### src/shared/tpoc_defs.svh
// Offsets, field positions, reset values and codes of the option block
`ifndef TPOC_DEFS_SVH
`define TPOC_DEFS_SVH

`define TPOC_OPT_IDX 8'h81
`define TPOC_STAT_IDX 8'h82
`define TPOC_OPT_ADDR ({2'b00, `TPOC_OPT_IDX, 2'b00})
`define TPOC_STAT_ADDR ({2'b00, `TPOC_STAT_IDX, 2'b00})
`define TPOC_OPT_RST 8'hff
`define TPOC_PUD_BIT 7
`define TPOC_IEDGE_BIT 6
`define TPOC_CSRC_BIT 5
`define TPOC_SEDGE_BIT 4
`define TPOC_PSA_BIT 3
`define TPOC_RATE_HI 2
`define TPOC_RATE_LO 0
`define TPOC_RESP_OKAY 2'h0
`define TPOC_RESP_SLVERR 2'h2

`endif

### src/shared/tpoc_pkg.sv
// Types of the option control block
package tpoc_pkg;
  typedef logic [11:0] tpoc_addr_t;

  typedef struct packed {
    logic [7:0] opt;
    logic aw_got;
    logic w_got;
    tpoc_addr_t awaddr;
    logic [7:0] wdata;
    logic wstrb0;
    logic bvalid;
    logic [1:0] bresp;
    logic rvalid;
    logic [7:0] rdata;
    logic [1:0] rresp;
    logic irq_q;
    logic tck_q;
    logic irq_event;
    logic tmr_tick;
  } tpoc_top_s;

  typedef struct packed {
    logic [7:0] cnt;
    logic assign_q;
    logic out;
  } tpoc_ps_s;
endpackage

### src/shared/tpoc_ps_if.sv
// Link between the option logic and the shared prescaler
interface tpoc_ps_if;
  logic tick;
  logic assign_wdt;
  logic [2:0] rate;
  logic div_tick;
  logic [7:0] count;
  modport ctl (output tick, output assign_wdt, output rate,
    input div_tick, input count);
  modport ps (input tick, input assign_wdt, input rate,
    output div_tick, output count);
endinterface

### src/tpoc_top.sv
// Option control register with timer source, prescaler and edge logic
// Function
// - Option register at 81h, RW, resets ones
// - Top bit set disables all pull-ups
// - Edge bit picks interrupt rising or falling
// - Source bit picks pin or instruction cycles
// - Source-edge bit picks pin falling or rising
// - Assignment bit gives prescaler to watchdog
// - Timer ratio 1:2 doubling per code
// - Watchdog ratio 1:1 doubling per code
`include "tpoc_defs.svh"

module tpoc_top (
  input wire logic core_clk,
  input wire logic nrst,
  input wire tpoc_pkg::tpoc_addr_t s_axi_awaddr,
  input wire logic s_axi_awvalid,
  output logic s_axi_awready,
  input wire logic [31:0] s_axi_wdata,
  input wire logic [3:0] s_axi_wstrb,
  input wire logic s_axi_wvalid,
  output logic s_axi_wready,
  output logic [1:0] s_axi_bresp,
  output logic s_axi_bvalid,
  input wire logic s_axi_bready,
  input wire tpoc_pkg::tpoc_addr_t s_axi_araddr,
  input wire logic s_axi_arvalid,
  output logic s_axi_arready,
  output logic [31:0] s_axi_rdata,
  output logic [1:0] s_axi_rresp,
  output logic s_axi_rvalid,
  input wire logic s_axi_rready,
  input wire logic [7:0] port_latch,
  output logic [7:0] pullup_en,
  input wire logic ext_irq_pin,
  output logic ext_irq_event,
  input wire logic instr_cycle_clock,
  input wire logic ext_timer_clock_pin,
  output logic main_timer_inc,
  input wire logic watchdog_tick,
  output logic watchdog_timeout_tick
);
  import tpoc_pkg::*;

  tpoc_top_s s_r;
  tpoc_top_s s_nxt;
  tpoc_ps_if ps_if ();
  logic aw_hs;
  logic w_hs;
  logic ar_hs;
  logic irq_edge;
  logic pin_edge;
  logic src_tick;
  logic prescaler_assign;

  assign prescaler_assign = s_r.opt[`TPOC_PSA_BIT];
  assign s_axi_awready = !s_r.aw_got && !s_r.bvalid;
  assign s_axi_wready = !s_r.w_got && !s_r.bvalid;
  assign s_axi_arready = !s_r.rvalid;
  assign aw_hs = s_axi_awvalid && s_axi_awready;
  assign w_hs = s_axi_wvalid && s_axi_wready;
  assign ar_hs = s_axi_arvalid && s_axi_arready;

  always_comb begin
    s_nxt = s_r;
    // Write side: address and data may arrive in either order
    if (aw_hs) begin
      s_nxt.aw_got = 1'b1;
      s_nxt.awaddr = s_axi_awaddr;
    end
    if (w_hs) begin
      s_nxt.w_got = 1'b1;
      s_nxt.wdata = s_axi_wdata[7:0];
      s_nxt.wstrb0 = s_axi_wstrb[0];
    end
    if (s_r.aw_got && s_r.w_got) begin
      s_nxt.aw_got = 1'b0;
      s_nxt.w_got = 1'b0;
      s_nxt.bvalid = 1'b1;
      s_nxt.bresp = `TPOC_RESP_OKAY;
      if (s_r.awaddr == `TPOC_OPT_ADDR) begin
        if (s_r.wstrb0) begin
          s_nxt.opt = s_r.wdata;
        end
      end else if (s_r.awaddr != `TPOC_STAT_ADDR) begin
        s_nxt.bresp = `TPOC_RESP_SLVERR;
      end
    end else if (s_r.bvalid && s_axi_bready) begin
      s_nxt.bvalid = 1'b0;
    end
    // Read side
    if (ar_hs) begin
      s_nxt.rvalid = 1'b1;
      s_nxt.rresp = `TPOC_RESP_OKAY;
      if (s_axi_araddr == `TPOC_OPT_ADDR) begin
        s_nxt.rdata = s_r.opt;
      end else if (s_axi_araddr == `TPOC_STAT_ADDR) begin
        s_nxt.rdata = ps_if.count;
      end else begin
        s_nxt.rdata = 8'h00;
        s_nxt.rresp = `TPOC_RESP_SLVERR;
      end
    end else if (s_r.rvalid && s_axi_rready) begin
      s_nxt.rvalid = 1'b0;
    end
    // Edge detection on the interrupt pin
    s_nxt.irq_q = ext_irq_pin;
    if (s_r.opt[`TPOC_IEDGE_BIT]) begin
      irq_edge = ext_irq_pin && !s_r.irq_q;
    end else begin
      irq_edge = !ext_irq_pin && s_r.irq_q;
    end
    s_nxt.irq_event = irq_edge;
    // Timer clock source and its active edge
    s_nxt.tck_q = ext_timer_clock_pin;
    if (s_r.opt[`TPOC_SEDGE_BIT]) begin
      pin_edge = !ext_timer_clock_pin && s_r.tck_q;
    end else begin
      pin_edge = ext_timer_clock_pin && !s_r.tck_q;
    end
    if (s_r.opt[`TPOC_CSRC_BIT]) begin
      src_tick = pin_edge;
    end else begin
      src_tick = instr_cycle_clock;
    end
    s_nxt.tmr_tick = src_tick;
  end

  always_ff @(posedge core_clk) begin
    if (!nrst) begin
      s_r <= '0;
      s_r.opt <= `TPOC_OPT_RST;
    end else begin
      s_r <= s_nxt;
    end
  end

  // Only the owner of the prescaler feeds it ticks
  assign ps_if.tick = prescaler_assign ? watchdog_tick : s_r.tmr_tick;
  assign ps_if.assign_wdt = prescaler_assign;
  assign ps_if.rate = s_r.opt[`TPOC_RATE_HI:`TPOC_RATE_LO];

  tpoc_prescaler u_ps (
    .core_clk(core_clk),
    .nrst(nrst),
    .ps(ps_if.ps)
  );

  // Undivided path when the prescaler serves the other user
  assign main_timer_inc = prescaler_assign ? s_r.tmr_tick : ps_if.div_tick;
  assign watchdog_timeout_tick = prescaler_assign ? ps_if.div_tick : watchdog_tick;
  assign pullup_en = s_r.opt[`TPOC_PUD_BIT] ? 8'h00 : port_latch;

  assign ext_irq_event = s_r.irq_event;
  assign s_axi_bvalid = s_r.bvalid;
  assign s_axi_bresp = s_r.bresp;
  assign s_axi_rvalid = s_r.rvalid;
  assign s_axi_rresp = s_r.rresp;
  assign s_axi_rdata = {24'h000000, s_r.rdata};
endmodule

### src/tpoc_prescaler.sv
// Shared prescaler, divides the timer or the watchdog tick
module tpoc_prescaler (
  input wire logic core_clk,
  input wire logic nrst,
  tpoc_ps_if.ps ps
);
  import tpoc_pkg::*;

  tpoc_ps_s s_r;
  tpoc_ps_s s_nxt;
  logic [3:0] shift;
  logic [8:0] m9;
  logic [7:0] mask;
  logic fire;

  always_comb begin
    // Timer ratio is twice the watchdog ratio for the same code
    shift = {1'b0, ps.rate} + {3'h0, ~ps.assign_wdt};
    m9 = (9'h001 << shift) - 9'h001;
    mask = m9[7:0];
    fire = ps.tick && ((s_r.cnt & mask) == mask);
    s_nxt = s_r;
    s_nxt.out = fire;
    s_nxt.assign_q = ps.assign_wdt;
    if (ps.tick) begin
      s_nxt.cnt = s_r.cnt + 8'h01;
    end
    // Reassignment restarts the count so no stale phase leaks over
    if (ps.assign_wdt != s_r.assign_q) begin
      s_nxt.cnt = 8'h00;
    end
  end

  always_ff @(posedge core_clk) begin
    if (!nrst) begin
      s_r <= '{cnt: 8'h00, assign_q: 1'b1, out: 1'b0};
    end else begin
      s_r <= s_nxt;
    end
  end

  assign ps.div_tick = s_r.out;
  assign ps.count = s_r.cnt;
endmodule

### config.mk
export PLATFORM = sky130hd
export DESIGN_NAME = tpoc_top
export DESIGN_NICKNAME = d
export VERILOG_FILES = /design/src/shared/tpoc_pkg.sv /design/src/shared/tpoc_ps_if.sv /design/src/tpoc_top.sv /design/src/tpoc_prescaler.sv
export VERILOG_INCLUDE_DIRS = /design/src /design/src/shared
export SDC_FILE = /design/constraint.sdc
export NUM_CORES = 1
export LEC_CHECK = 0
export BUFFER_PORTS_ARGS = -buffer_cell sky130_fd_sc_hd__buf_2
export CAP_MARGIN = 30
export CORE_ASPECT_RATIO = 1.1
export CORE_MARGIN = 2
export CORE_UTILIZATION = 40
export CTS_CLUSTER_SIZE = 25
export DETAILED_ROUTE_END_ITERATION = 10
export PLACE_DENSITY = 0.8
export SLEW_MARGIN = 25
export SYNTH_ARGS = -nofsm -noshare
export SYNTH_HDL_FRONTEND = slang
export SYNTH_SLANG_ARGS = --single-unit
### constraint.sdc
create_clock -name core_clk -period 2.6 [get_ports core_clk]
set_clock_uncertainty 0.1 [all_clocks]
set_input_delay 0.26 -clock core_clk [delete_from_list [all_inputs] [get_ports core_clk]]
set_output_delay 0.26 -clock core_clk [all_outputs]
set_load 0.01 [all_outputs]
==> results.json <==
{
  "status": "finished clean",
  "areaGrowthSynthToFinish_pct": 17.0,
  "max-slew-margin-rel_pct": 55.6,
  "seqPwrFrac_pct": 47.8,
  "finalWorstSetupSlack_ps": 185,
  "seq_area_um2": 1140,
  "hold_class": "in2reg",
  "fin_area_um2": 3620,
  "synth_seq_cells": 57,
  "path_delay_family": "compound AO/OA/AOI/OAI gates",
  "critPathSlowestCell": "dfxtp_1",
  "die_h_um": 96.2,
  "synthFlopType": "dfxtp_1",
  "place_ws_ps": 230,
  "cts_sinks": 57,
  "dieArea_um2": 8450,
  "cp-end-kind": "flop",
  "vias": 2765,
  "p_int_mw": 1.48,
  "ys_seq_area_share_pct": 36.9,
  "fillers": 720,
  "min_path_cells": 2,
  "critPathMaxFanout": 5,
  "worst_slew_pin_slew_ps": 665,
  "drive_gt1_share_pct": 25.2,
  "drv_cap": 0,
  "finalCritPeriodShare_pct": 92.9,
  "async_reset_ff_share_pct": 0,
  "crit_top_cell": "ha_1",
  "vias_per_cell": 4.99,
  "critPathLaunch": "prescaler_assign$_SDFFE_PN1P_",
  "clockBufferDepth": 2,
  "worstPathRequired_ps": 2700,
  "antenna_found_initial": 0,
  "std_cell_rows": 33,
  "grt_pass1_wl_mm": 11.1,
  "drv_slew": 0,
  "layout_common_cells": "nand2_1, buf_2, dfxtp_1, conb_1",
  "setup_violations": 0,
  "first_iter_violations": 218,
  "max_stage_delay_ps": 330,
  "htreeDepth": 3,
  "core_area_um2": 7470,
  "grt_max_degree": 37,
  "drc": 0,
  "ios": 131,
  "finalHoldViolations": 0,
  "dpl_cell_area_um2": 3420,
  "switchingPower_mw": 0.475,
  "post-route-min-period_ps": 2420,
  "crit_buf_inv": 2,
  "post_cts_buffers": 0,
  "start_util_pct": 41.4,
  "root_buffer": "clkbuf_8",
  "n_antenna_cell": 0,
  "insertion_delay_ps": 330,
  "grt-ovfl-total": 0,
  "first_pass_iters": 4,
  "grt_pass1_vias": 2544,
  "r2r_start": "prescaler_assign$_SDFFE_PN1P_",
  "synth_enable_flop_cells": 0,
  "p_comb_share_pct": 9.8,
  "globalplace.congestion": 0.869,
  "max_freq_ghz": 0.414,
  "avgSynthCellArea_um2": 8.20,
  "p_leak_nw": 1.60,
  "hpwl_mm": 5.19,
  "postRouteAntennaNets": 0,
  "sw_frac_of_total_pct": 24.3,
  "die_width_um": 87.8,
  "multi_input_area_um2": 1660,
  "grtUsageTotal_pct": 16.6,
  "pwr-share-clk_pct": 42.4,
  "netlist_area_um2": 3090,
  "cp_cell_sequence": "inv_1 > ha_1 > ha_1 > xnor2_1 > a21oi_1 > ha_1 > inv_1 > a211oi_1 > o221ai_2 > o41ai_1 > nor4_2",
  "cp-start-kind": "flop",
  "min-delay-start": "ext_irq_pin",
  "wire_per_inst_um": 12.5,
  "crit_arrival_ps": 2510,
  "nets": 529,
  "rr_worst_depth": 11,
  "syn-instance-count": 377,
  "cts_buffers": 9,
  "synth_warnings": 0,
  "vdd_drop_max_uv": 546,
  "finalWirelength_mm": 6.93,
  "cts_hold_buf": 0,
  "port_buffers": 77,
  "cts_resized": 0,
  "path_depth": 11,
  "tns_ps": 0,
  "criticalPathCategory": "reg2reg",
  "path_clk_slew_ps": 60,
  "rsz0062_at_grt": "no",
  "p_per_area_nw_per_um2": 541,
  "ys_types": 54,
  "holdWs_ps": 69.1,
  "cts_tree": "done"
}
-- stage by stage --
stage | std cells | power (mW) | utilization [%]
finish | 554 | 1.96 | 48.4
global placement | 539 | 1.14 | 45.8
detailed placement | 539 | 1.15 | 45.8
CTS | 554 | 1.96 | 48.4
floorplan | 402 | 1.10 | -
global route | 554 | 2.04 | 48.4
-- cells in the mapped netlist, types with 2 or more instances --
cell / instances / share of area (%)
nand2_1: 77 / 9.3
mux2i_1: 8 / 2.6
and2_1: 13 / 2.6
nor2b_1: 11 / 2.2
a21boi_0: 22 / 5.3
a21oi_1: 6 / 0.97
a22oi_1: 8 / 1.9
nand3_1: 9 / 1.5
nand4_1: 2 / 0.40
o211ai_1: 7 / 1.7
dfxtp_1: 57 / 37
inv_1: 8 / 0.97
o21ai_0: 12 / 1.9
o31ai_1: 2 / 0.49
nor4_1: 4 / 0.81
ha_1: 5 / 2.0
a211oi_1: 2 / 0.49
and4_1: 2 / 0.57
xnor2_1: 6 / 1.7
o211a_1: 2 / 0.65
xor2_1: 4 / 1.1
buf_1: 2 / 0.24
nor2_1: 22 / 2.7
buf_4: 39 / 9.5
nand2b_1: 5 / 1.0
mux2_2: 3 / 1.1
buf_2: 3 / 0.49
clkbuf_1: 10 / 1.2
-- sequential cells by signal (all words and copies together), names as in the netlist, 3 cells and up --
name and cells:
u_ps.ps.count 8, ps_if.rate 3, s_axi_rdata 8, s_r 30
-- power groups by stage --
stage                     Combinational, mW  Sequential (mW)  Clock (mW)
after detailed placement              0.192            0.954           0
after global routing                  0.221            0.940       0.880
after floorplan                       0.155            0.949           0
final                                 0.192            0.935       0.830
after CTS                             0.193            0.935       0.834
after global placement                0.186            0.952           0
-- layout make-up --
class / instances / share of cell area (%)
flip-flops and latches: 57 / 31.6
clock buffers: 13 / 4.39
well taps: 105 / 3.63
inverters: 8 / 0.830
multi-input cells: 282 / 45.8
clock inverters: 2 / 1.04
repair buffers: 87 / 12.7
-- metal layers --
metal | part of all wire, % | track usage (%) | vias up | wire (um)
met5 | 0 | 0 | - | 0
met4 | 1.9 | 6.15 | 0 | 132
met3 | 6.3 | 4.37 | 16 | 439
met2 | 51 | 29.8 | 111 | 3540
met1 | 41 | 18.7 | 1282 | 2820
li1 | - | - | 1356 | -
-- path summary, 6_finish.rpt --
check | end | slack [ps]
hold / removal | s_r[3]$_SDFF_PN0_ | 70
hold reg to reg | s_r[36]$_SDFFE_PN0P_ | 370
setup / recovery | u_ps.ps.div_tick$_SDFF_PN0_ | 180
setup reg to reg | u_ps.ps.div_tick$_SDFF_PN0_ | 180
-- kinds of logic after synthesis --
family | Yosys count | synth area share (%)
AND/OR/NAND/NOR | 156 | 24.0
AO/OA/AOI/OAI | 74 | 17.7
buffers and inverters | 63 | 12.7
flip-flops | 57 | 36.9
multiplexers | 11 | 3.68
XOR/XNOR | 10 | 2.83
adder cells (fa/ha/maj) | 5 | 2.02
other | 1 | 0.121
Power figures use the tool's default switching activity.
